File: src/verilog/mwt_pkg.sv
// Purpose: shared constants for the wait table setup decoder
// Assumes: 16-bit instruction words, one core clock
// Notes: field positions are bit indices inside the instruction word
package mwt_pkg;

  // ==========================================================
  // widths and table size
  localparam int INSTR_W = 16;
  localparam int DATA_W = 16;
  localparam int REG_IDX_W = 5;
  localparam int COND_W = 6;
  localparam int ROW_SEL_W = 3;
  localparam int NUM_ROWS = 5;
  localparam int NUM_CODES = 64;

  // ==========================================================
  // register copy word: 101 src[12:8] dst[7:3] 000
  localparam logic [2:0] CP_OPCODE = 3'h5;
  localparam int CP_OPC_LSB = 13;
  localparam int CP_SRC_LSB = 8;
  localparam int CP_DST_LSB = 3;
  localparam logic [2:0] CP_TAIL = 3'h0;

  // ==========================================================
  // far entry word: 000100 jreg[9] row[8:6] cond[5:0]
  localparam logic [5:0] CWEF_OPCODE = 6'h04;
  localparam int CWEF_OPC_LSB = 10;
  localparam int CWEF_JREG_BIT = 9;
  localparam int CWEF_ROW_LSB = 6;
  localparam int CWEF_COND_LSB = 0;
  localparam logic [2:0] ROW_SEL_MAX = 3'h4;

  // ==========================================================
  // reset values
  localparam logic [5:0] ROW_COND_RST = 6'h00;
  localparam logic ROW_JREG_RST = 1'b0;
  localparam logic [15:0] DATA_RST = 16'h0000;
  localparam logic [4:0] REG_IDX_RST = 5'h00;
  localparam logic [2:0] ROW_RST = 3'h0;

  // ==========================================================
  // sequencer states
  typedef enum logic [1:0] {
    MWT_IDLE = 2'b00,
    MWT_COPY_RD = 2'b01
  } mwt_state_type;

endpackage

File: src/verilog/mwt_cond_eval.sv
// Purpose: turns the condition sources into one truth bit per code
// Assumes: all sources are already on the core clock
// Notes: purely combinational; the table indexes the result
module mwt_cond_eval (
  // flags and counters
  input wire logic [15:0] flags_in,
  input wire logic [3:0] term_count_in,
  input wire logic start_in,
  // shortcut feedbacks, index 0 is shortcut 1
  input wire logic [2:0] shortcut_vds_in,
  input wire logic [2:0] shortcut_src_in,
  // arithmetic unit and boost
  input wire logic alu_done_in,
  input wire logic boost_in,
  // current feedbacks: 1, 2, 3, 4l, 4h, 4n, then own
  input wire logic [5:0] current_fb_in,
  input wire logic own_current_fb_in,
  // truth of every condition code
  output logic [63:0] cond_true_out
);

  // ==========================================================
  // code map: bit n of the vector is the truth of code n
  always_comb begin
    cond_true_out[15:0] = ~flags_in;
    cond_true_out[31:16] = flags_in;
    cond_true_out[35:32] = term_count_in;
    cond_true_out[36] = ~start_in;
    cond_true_out[37] = start_in;
    cond_true_out[40:38] = ~shortcut_vds_in;
    cond_true_out[43:41] = ~shortcut_src_in;
    cond_true_out[46:44] = shortcut_vds_in;
    cond_true_out[47] = alu_done_in;
    cond_true_out[48] = boost_in;
    cond_true_out[49] = ~boost_in;
    cond_true_out[55:50] = current_fb_in;
    cond_true_out[61:56] = ~current_fb_in;
    cond_true_out[62] = own_current_fb_in;
    cond_true_out[63] = ~own_current_fb_in;
  end

endmodule

File: src/verilog/mwt_decoder.sv
// Purpose: register copy and far wait entry decoder with wait table
// Assumes: register file reads combinationally from a registered index
// Notes: the wait instruction itself lives in the sequencer
module mwt_decoder (
  // clock and reset
  input wire logic core_clk_in,
  input wire logic rst_n_in,
  // instruction from fetch
  input wire logic instr_valid_in,
  input wire logic [15:0] instr_in,
  output logic instr_ready_out,
  // register file, read side and write side
  output logic [4:0] rf_rd_idx_out,
  input wire logic [15:0] rf_rd_data_in,
  output logic rf_wr_en_out,
  output logic [4:0] rf_wr_idx_out,
  output logic [15:0] rf_wr_data_out,
  // jump registers holding absolute addresses
  input wire logic [15:0] jump_reg0_in,
  input wire logic [15:0] jump_reg1_in,
  // wait request from the sequencer
  input wire logic wait_active_in,
  input wire logic [4:0] wait_row_en_in,
  output logic wait_hit_out,
  output logic [2:0] wait_row_out,
  output logic [15:0] wait_dest_out,
  // condition sources
  input wire logic [15:0] flags_in,
  input wire logic [3:0] term_count_in,
  input wire logic start_in,
  input wire logic [2:0] shortcut_vds_in,
  input wire logic [2:0] shortcut_src_in,
  input wire logic alu_done_in,
  input wire logic boost_in,
  input wire logic [5:0] current_fb_in,
  input wire logic own_current_fb_in
);

  // ==========================================================
  // state record
  typedef struct packed {
    mwt_pkg::mwt_state_type st;
    logic ready;
    logic [4:0] rd_idx;
    logic [4:0] dst_idx;
    logic wr_en;
    logic [4:0] wr_idx;
    logic [15:0] wr_data;
    logic [4:0] row_valid;
    logic [4:0][5:0] row_cond;
    logic [4:0] row_jreg;
    logic hit;
    logic [2:0] hit_row;
    logic [15:0] dest;
  } mwt_regs_type;

  mwt_regs_type r;
  mwt_regs_type next_r;
  logic [63:0] cond_true;
  logic [4:0] row_match;
  logic take;
  logic is_copy;
  logic is_far;
  logic [2:0] sel_row;

  // row select check, also used by the checks below
  function automatic logic row_sel_ok(input logic [2:0] sel);
    row_sel_ok = (sel <= mwt_pkg::ROW_SEL_MAX);
  endfunction

  // ==========================================================
  // condition truth vector
  mwt_cond_eval u_cond (
    .flags_in(flags_in),
    .term_count_in(term_count_in),
    .start_in(start_in),
    .shortcut_vds_in(shortcut_vds_in),
    .shortcut_src_in(shortcut_src_in),
    .alu_done_in(alu_done_in),
    .boost_in(boost_in),
    .current_fb_in(current_fb_in),
    .own_current_fb_in(own_current_fb_in),
    .cond_true_out(cond_true)
  );

  // ==========================================================
  // per-row match, all rows side by side
  for (genvar g = 0; g < mwt_pkg::NUM_ROWS; g++) begin : g_row
    assign row_match[g] = wait_row_en_in[g] & r.row_valid[g] &
                          cond_true[r.row_cond[g]];
  end

  // instruction decode
  assign take = instr_valid_in & r.ready;
  assign is_copy = instr_in[15:mwt_pkg::CP_OPC_LSB] == mwt_pkg::CP_OPCODE
                   && instr_in[2:0] == mwt_pkg::CP_TAIL;
  assign is_far = instr_in[15:mwt_pkg::CWEF_OPC_LSB] ==
                  mwt_pkg::CWEF_OPCODE;
  assign sel_row = instr_in[mwt_pkg::CWEF_ROW_LSB +: 3];

  // ==========================================================
  // next-state logic
  always_comb begin
    next_r = r;
    next_r.wr_en = 1'b0;
    next_r.hit = 1'b0;
    unique case (r.st)
      mwt_pkg::MWT_IDLE: begin
        if (take && is_copy) begin
          // 5-bit operands span the whole core register subset
          next_r.rd_idx = instr_in[mwt_pkg::CP_SRC_LSB +: 5];
          next_r.dst_idx = instr_in[mwt_pkg::CP_DST_LSB +: 5];
          next_r.st = mwt_pkg::MWT_COPY_RD;
          next_r.ready = 1'b0;
        end else if (take && is_far && row_sel_ok(sel_row)) begin
          next_r.row_valid[sel_row] = 1'b1;
          next_r.row_cond[sel_row] =
            instr_in[mwt_pkg::CWEF_COND_LSB +: 6];
          // one bit: only the jump registers can be named
          next_r.row_jreg[sel_row] =
            instr_in[mwt_pkg::CWEF_JREG_BIT];
        end
      end
      mwt_pkg::MWT_COPY_RD: begin
        // read data is valid while the index is held
        next_r.wr_en = 1'b1;
        next_r.wr_idx = r.dst_idx;
        next_r.wr_data = rf_rd_data_in;
        next_r.st = mwt_pkg::MWT_IDLE;
        next_r.ready = 1'b1;
      end
      default: begin
        next_r.st = mwt_pkg::MWT_IDLE;
        next_r.ready = 1'b1;
      end
    endcase
    // lowest satisfied row decides; later rows are masked
    if (wait_active_in) begin
      for (int i = mwt_pkg::NUM_ROWS - 1; i >= 0; i--) begin
        if (row_match[i]) begin
          next_r.hit = 1'b1;
          next_r.hit_row = 3'(i);
          next_r.dest = r.row_jreg[i] ? jump_reg1_in
                                      : jump_reg0_in;
        end
      end
    end
  end

  // ==========================================================
  // registers; table clears only at reset
  always_ff @(posedge core_clk_in) begin
    if (!rst_n_in) begin
      r.st <= mwt_pkg::MWT_IDLE;
      r.ready <= 1'b1;
      r.rd_idx <= mwt_pkg::REG_IDX_RST;
      r.dst_idx <= mwt_pkg::REG_IDX_RST;
      r.wr_en <= 1'b0;
      r.wr_idx <= mwt_pkg::REG_IDX_RST;
      r.wr_data <= mwt_pkg::DATA_RST;
      r.row_valid <= 5'h00;
      r.row_cond <= {5{mwt_pkg::ROW_COND_RST}};
      r.row_jreg <= {5{mwt_pkg::ROW_JREG_RST}};
      r.hit <= 1'b0;
      r.hit_row <= mwt_pkg::ROW_RST;
      r.dest <= mwt_pkg::DATA_RST;
    end else begin
      r <= next_r;
    end
  end

  // outputs straight from flops
  assign instr_ready_out = r.ready;
  assign rf_rd_idx_out = r.rd_idx;
  assign rf_wr_en_out = r.wr_en;
  assign rf_wr_idx_out = r.wr_idx;
  assign rf_wr_data_out = r.wr_data;
  assign wait_hit_out = r.hit;
  assign wait_row_out = r.hit_row;
  assign wait_dest_out = r.dest;
endmodule

File: config.mk
export PLATFORM = sky130hd
export DESIGN_NAME = mwt_decoder
export DESIGN_NICKNAME = d
export VERILOG_FILES = /design/src/verilog/mwt_pkg.sv /design/src/verilog/mwt_cond_eval.sv /design/src/verilog/mwt_decoder.sv
export SDC_FILE = /design/constraint.sdc
export NUM_CORES = 1
export LEC_CHECK = 0
export ABC_AREA = 1
export BUFFER_PORTS_ARGS = -buffer_cell sky130_fd_sc_hd__buf_2
export CAP_MARGIN = 30
export CORE_ASPECT_RATIO = 1.75
export CORE_MARGIN = 1.5
export CORE_UTILIZATION = 45
export CTS_BUF_LIST = sky130_fd_sc_hd__clkbuf_4 sky130_fd_sc_hd__clkbuf_8
export DETAILED_ROUTE_END_ITERATION = 10
export PLACE_DENSITY = 0.68
export SLEW_MARGIN = 20
export SYNTH_ARGS = -nofsm -noshare
export SYNTH_HDL_FRONTEND = slang
export SYNTH_SLANG_ARGS = --single-unit
export TNS_END_PERCENT = 5
File: constraint.sdc
create_clock -name core_clk_in -period 5.05 [get_ports core_clk_in]
set_clock_uncertainty 0.2 [all_clocks]
set_input_delay 0.2525 -clock core_clk_in [delete_from_list [all_inputs] [get_ports core_clk_in]]
set_output_delay 0.2525 -clock core_clk_in [all_outputs]
set_load 0.005 [all_outputs]
==> metrics.md, run 1 <==
| Metric | Value |
|---|---|
| Max Buffers Root-to-Sink | 2 |
| FP Rows | 62 |
| Post-synth EDFFs | 0 |
| Slew HR | 42.2% |
| Sequential share of power | 50.8% |
| DP HPWL | 19.0 mm |
| Combinational share of power | 15.4% |
| Crit Path Category | register to register |
| Synth area leaders | dfxtp_1 (25%), nand2_1 (22%), nand3_1 (15%) |
| Total core area | 16500 µm² |
| # DRC | 0 |
| Final antenna-violating net count | 0 |
| Leakage | 0.00404 µW |
| HP Class | input pin to register |
| Max-cap viol count | 0 |
| Synth Instances | 1341 |
| Post-synth top cells | nand2_1 (448), nand3_1 (232), nor2_1 (103), o21ai_0 (100), inv_1 (96) |
| CTS tree | yes |
| Internal Power | 1020 µW |
| FF-to-FF setup slack | 1.37 ns |
| Cts bufs inserted | 9 |
| PD cells | 172 nW/µm² |
| Final hold viol count | 0 |
| Sequential cell area | 1880 µm² |
| Net switching power | 449 µW |
| CTS Sinks | 94 |
| Area of the multi-input gates | 4650 µm² |
| Total track usage | 29.4% |
| Net count, final | 1528 |
| Final worst slack | 1.37 ns |
| Crit end category | register |
| Ratio of cells with drive above 1 in the final layout | 14.5% |
| Root Buffer | clkbuf_8 |
| Crit path to | wait_dest_out[1] |
| Resized Gates After CTS | 0 |
| IO buf count | 156 |
| Grt total ovfl | 0 |
| First-pass GRT wire length | 41.0 mm |
| Die Y | 176 µm |
| Maximum fanout along the worst path | 35 |
| Arr. time, crit path | 3.79 ns |
| Worst flop-to-flop path endpoint | wait_dest_out[1] |
| Pre-CTS WS | 1.46 ns |
| CTS H-tree depth | 3 |
| Sw Share | 30.7% |
| Util after Layout | 51.6% |
| Synth warn | 0 |
| Initial antenna violation count | 1 |
| Initial DRT Pass Iterations | 7 |
| Via count | 8957 |
| CP Launch Type | register |
| Synthesized area per cell | 5.71 µm² |
| Worst skew pair latency | 0.38 ns |
| Slew Limit Fails | 0 |
| Setup_tns | 0 ns |
| Largest net degree at the start of global routing | 45 |
| Register area share after synthesis | 24.6% |
| Leading area contributor after synthesis | dfxtp_1 |
| Ys flop type | dfxtp_1 |
| Initial Utilization | 46.3% |
| Die footprint | 17800 µm² |
| FF+latch count, synth | 94 |
| Clock slew seen by the registers of the worst setup and hold paths | 0.11 ns |
| Fillers | 1804 |
| Peak supply drop | 106 µV |
| Placed Cells | 1603 |
| Post-DP Area | 8040 µm² |
| Clock Power Share | 33.9% |
| CTS Hold Bufs | 26 |
| Setup repair bufs after CTS | 0 |
| Library cells used by synthesis | 32 |
| RSZ-0062 raised after global routing | no |
| Synthesized area | 7650 µm² |
| Final setup vio count | 0 |
| Vias in the first global route | 8188 |
| Via density | 5.43 |
| GP Congestion | 1.01 |
| Post-Syn Nets | 1450 |
| Reg2reg path depth | 16 |
| Area delta synth->final | 11.4% |
| IO Count | 157 |
| Finished Layout Cells | 1649 |
| Design area | 8530 µm² |
| Status | completed |
| Initial DRC Count | 605 |
| Drt total wl | 26.2 mm |
| Worst Tran Pin Value | 0.866 ns |
| CP startpoint | r[37] |
| Critical Path RT | 5.16 ns |
| Most frequent cell after synthesis | nand2_1 |
| Post-route minimum period | 3.68 ns |
| Post-DR wirelength/cell | 15.9 µm |
| Fmax achieved | 272 MHz |
| Final period util | 72.8% |
| Reg2reg start | r[37] |
| Synth top area share | 24.6% |
| Ys async rst share | 0% |
| Die X | 102 µm |
flip-flops by register name, indices dropped and copies added, names as in the netlist:
register,flops
rf_wr_en_out,1
wait_hit_out,1
r,46
rf_rd_idx_out,5
wait_row_out,3
wait_dest_out,16
rf_wr_data_out,16
instr_ready_out,1
rf_wr_idx_out,5
per-layer routing:
layer	GRT usage [%]	part of all wire (%)	vias up
met3	3.10	6.5	81
met2	53.2	50	395
met1	31.0	37	3981
met4	19.8	6.5	0
li1	-	-	4500
met5	0	0	-
how the worst min path moves through the flow:
stage | start | end | cells past startpoint
after floorplan | rst_n_in | r[24] | 2
after global placement | rf_wr_idx_out[1] | rf_wr_idx_out[1] | 2
after detailed placement | rf_wr_idx_out[4] | rf_wr_idx_out[4] | 2
after CTS | instr_in[7] | r[86] | 3
after global routing | instr_in[0] | instr_ready_out | 3
final | instr_in[1] | instr_ready_out | 3
logic make-up (layout without fill, tap and decap cells):
| family | count (synthesis) | after routing | synth area share [%] |
|---|---|---|---|
| AO/OA/AOI/OAI | 209 | 209 | 15.7 |
| AND/OR/NAND/NOR | 811 | 811 | 45.1 |
| flip-flops | 94 | 94 | 24.6 |
| buffers and inverters | 227 | 310 | 14.7 |
| other | 0 | 1 | 0 |
cell usage in the layout (no fill, tap or decap), types with 3 or more instances in the layout:
| master | n |
|---|---|
| inv_1 | 96 |
| o21ai_0 | 100 |
| nand4_1 | 5 |
| buf_2 | 156 |
| a21oi_2 | 4 |
| nand2_1 | 448 |
| nor4_1 | 3 |
| nor2_1 | 103 |
| nand3_1 | 232 |
| nor3_1 | 5 |
| a22o_1 | 16 |
| inv_2 | 4 |
| o211ai_1 | 14 |
| a21oi_1 | 57 |
| buf_4 | 6 |
| clkbuf_8 | 9 |
| dlygate4sd3_1 | 26 |
| nand3_2 | 3 |
| dfxtp_1 | 93 |
| a211oi_1 | 16 |
| buf_8 | 3 |
| nand2_2 | 3 |
layout make-up:
type | instances | share of cell area [%]
Clock buffer | 9 | 1.45
Tap cell | 224 | 3.29
Sequential cell | 94 | 22.1
Clock inverter | 7 | 0.792
Antenna cell | 1 | 0.0293
Inverter | 102 | 4.52
Timing Repair Buffer | 192 | 13.3
Multi-Input combinational cell | 1020 | 54.5
critical path, cell delays in order (launching register included):
cell     delay, ns
dfxtp_1       0.81
inv_2         0.31
nand2_1       0.18
nand3_1       0.08
nand3_1       0.10
nand3_1       0.07
nand3_1       0.08
nand2_1       0.07
nand2_2       0.09
nand3_2       0.53
nand2_2       0.33
nor2_2        0.08
nand2_2       0.08
nand2_4       0.25
nor2_1        0.17
nand2_1       0.07
a21oi_1       0.12
power groups by stage:
stage | Sequential [µW] | Clock, µW | Combinational [µW]
after global routing | 744 | 541 | 247
after floorplan | 760 | 0 | 94.8
after global placement | 761 | 0 | 203
after detailed placement | 761 | 0 | 204
final | 743 | 496 | 225
after CTS | 744 | 513 | 221
stage by stage:
step                power (µW)  hold WS (ns)
finish                    1460       0.00250
floorplan                  854         0.191
global placement           964         0.235
global route              1530        0.0166
CTS                       1480        0.0183
detailed placement         965         0.242
No activity file was read; power rests on OpenSTA's default activity.
==> run 2, diff against run 1 <==
clock period = 3.79 ns   (was 5.05 ns; I/O delays follow)
==> run 2 against run 1 <==
  * Register-to-register slack got worse by 0.56 ns
  * Critical path depth unchanged
  * Wire length decreased by 1.4%
  * Final cell count increased by 0.85%
  * Fmax increased by 24%
  * Global-route usage increased by 0.10 points
  * Count of clock-buffer cells in the layout unchanged
  * Core utilization increased by 0.69 points
  * Sequential power increased by 33%
  * Highest routed layer unchanged
==> metrics.md, run 2 (synthesized netlist as in run 1, its figures left out) <==
| Metric | Value |
|---|---|
| Ratio of cells with drive above 1 in the final layout | 15.0% (+0.49 points) |
| CP peak stage delay | 0.43 ns (-0.38 ns) |
| Net count, final | 1543 (+0.98%) |
| Final hold viol count | 0 (unchanged) |
| Max Buffers Root-to-Sink | 2 (unchanged) |
| Crit end category | register |
| Clock slew seen by the registers of the worst setup and hold paths | 0.10 ns (about the same) |
| Hold Crit Start | jump_reg1_in[5] |
| Max-cap viol count | 0 (unchanged) |
| Top delay family on crit path | simple AND/OR/NAND/NOR gates |
| Final period util | 78.5% (+5.7 points) |
| HP Class | input pin to register |
| Die Y | 176 µm (unchanged) |
| Min-Delay Path Depth | 5 (+2) |
| Max reg flops | 46 (unchanged) |
| Slew Limit Fails | 0 (unchanged) |
| Maximum fanout along the worst path | 35 (unchanged) |
| Total core area | 16500 µm² (unchanged) |
| Reg2reg path depth | 16 (unchanged) |
| WL met3 | 1.57 mm (-7.8%) |
| Internal Power | 1340 µW (+32%) |
| Most frequent cells in the layout | nand2_1 (448), nand3_1 (232), buf_2 (156) |
| Via count | 9025 (+0.76%) |
| PD cells | 223 nW/µm² (+30%) |
| RSZ-0062 raised after global routing | no |
| FF-to-FF setup slack | 0.81 ns (-0.56 ns) |
| Initial DRT Pass Iterations | 5 (-2) |
| Most flops, register | r |
| Die footprint | 17800 µm² (unchanged) |
| Final antenna-violating net count | 0 (unchanged) |
| Vias in the first global route | 8250 (+0.76%) |
| Grt total ovfl | 0 (unchanged) |
| Crit Path Category | register to register |
| IO buf count | 156 (unchanged) |
| Worst Tran Pin Value | 0.864 ns (-0.00202 ns) |
| CP max-delay cell | inv_1 |
| Met1 WL | 9.74 mm (+1.4%) |
| Net switching power | 587 µW (+31%) |
| Peak supply drop | 142 µV (+34%) |
| CTS H-tree depth | 3 (unchanged) |
| Root Buffer | clkbuf_8 |
| Cts bufs inserted | 9 (unchanged) |
| Final setup vio count | 0 (unchanged) |
| CTS tree | yes |
| Pre-CTS WS | 0.892 ns (-0.565 ns) |
| Slew HR | 42.2% (about the same) |
| Combinational share of power | 15.7% (+0.3 points) |
| Util after Layout | 52.3% (+0.69 points) |
| CTS Sinks | 94 (unchanged) |
| WL met2 | 12.6 mm (-4.8%) |
| Via density | 5.43 (about the same) |
| # DRC | 0 (unchanged) |
| Fmax achieved | 336 MHz (+24%) |
| Hold slack | 0.0776 ns (+0.0751 ns) |
| Top Metal Used | met4 |
| First-pass GRT wire length | 41.4 mm (+0.81%) |
| Sequential share of power | 51.3% (+0.5 points) |
| Total track usage | 29.5% (+0.10 points) |
| Initial antenna violation count | 1 (unchanged) |
| Hold endpoint | wait_dest_out[5] |
| Sw Share | 30.4% (-0.25 points) |
| Initial DRC Count | 488 (-19%) |
| Cell mode on critical path | nand2_1 |
| Clock Power Share | 33.0% (-0.9 points) |
| Critical Path RT | 3.90 ns (-1.26 ns) |
| Worst Path Buf+Inv | 2 (+1) |
| IO Count | 157 (unchanged) |
| Status | completed |
| GP Congestion | 1.07 (+5.8%) |
| Post-route minimum period | 2.98 ns (-0.701 ns) |
| Area delta synth->final | 12.9% |
| Post-DR wirelength/cell | 15.6 µm (-2.2%) |
| Leakage | 0.00411 µW (+1.6%) |
| Drt total wl | 25.9 mm (-1.4%) |
| FP Rows | 62 (unchanged) |
| Reg2reg start | r[49] |
| Largest net degree at the start of global routing | 45 (unchanged) |
| Die X | 102 µm (unchanged) |
| Worst skew pair latency | 0.38 ns (about the same) |
| Worst flop-to-flop path endpoint | wait_dest_out[11] |
| Commonest non-fill, non-tap cell in the layout | nand2_1 |
| Initial Utilization | 46.3% (unchanged) |
| Critical Path, Cell by Cell | buf_4 -> inv_1 -> nand2_1 -> nand3_1 -> nand2_1 -> nand2_1 -> nand3_1 -> nand3_1 -> nand2_1 -> nand2_1 -> nand3_2 -> nand2_2 -> nand2_4 -> nor2_1 -> nand2_1 -> a21oi_1 |
| Final worst slack | 0.813 ns (-0.559 ns) |
| Setup_tns | 0 ns (unchanged) |
| DP HPWL | 18.6 mm (-1.9%) |
| Arr. time, crit path | 3.08 ns (-0.71 ns) |
| CP Launch Type | register |
run 2: final cells by class:
| type | instances | area [µm²] |
|---|---|---|
| Antenna cell | 1 | 2.50 |
| Clock buffer | 9 | 124 |
| Clock inverter | 6 | 46.3 |
| Fill cell | 1821 | 7880 |
| Inverter | 102 | 385 |
| Multi-Input combinational cell | 1020 | 4650 |
| Sequential cell | 94 | 1880 |
| Tap cell | 224 | 280 |
| Timing Repair Buffer | 207 | 1270 |
run 2: metal layers:
metal / global-route usage (%) / vias to the layer above
met2: 50.3 / 404
li1: - / 4525
met1: 33.1 / 3990
met4: 21.9 / 0
met5: 0 / -
met3: 2.87 / 106
run 2: how the worst max path moves through the flow:
stage	slack [ns]	depth (start not counted)	to	from
after floorplan	1.60	19	wait_dest_out[10]	r[31]
after global placement	0.90	12	wait_dest_out[8]	r[50]
after detailed placement	0.89	16	wait_dest_out[8]	r[49]
after CTS	0.83	16	wait_dest_out[11]	r[49]
after global routing	0.42	16	wait_dest_out[8]	r[49]
final	0.81	16	wait_dest_out[11]	r[49]
run 2: worst min-delay path: stages:
cell      delay, ns
buf_2          0.11
a211oi_1       0.07
nor2_1         0.09
nand2_1        0.06
a21oi_1        0.10
run 2: repair_timing:
item | CTS | global route
endpoints found under the hold margin | 45 | 0
resized for setup | 0 | 0
hold buffers | 30 | 0
buffers inserted | 0 | 0
run 2: per-stage QoR:
step	instances	instance area, µm²	power (µW)
after floorplan	1341	7650	1140
after global placement	1612	8100	1280
after detailed placement	1615	8140	1280
after CTS	1660	8610	1940
after global routing	1663	8640	2010
final	1663	8640	1930
run 2: power groups by stage:
stage                     registers, µW  clock network [µW]  logic, µW
after floorplan                    1010                   0        126
final                               990                 637        304
after CTS                           990                 654        297
after detailed placement           1010                   0        272
after global routing                990                 688        333
after global placement             1010                   0        270
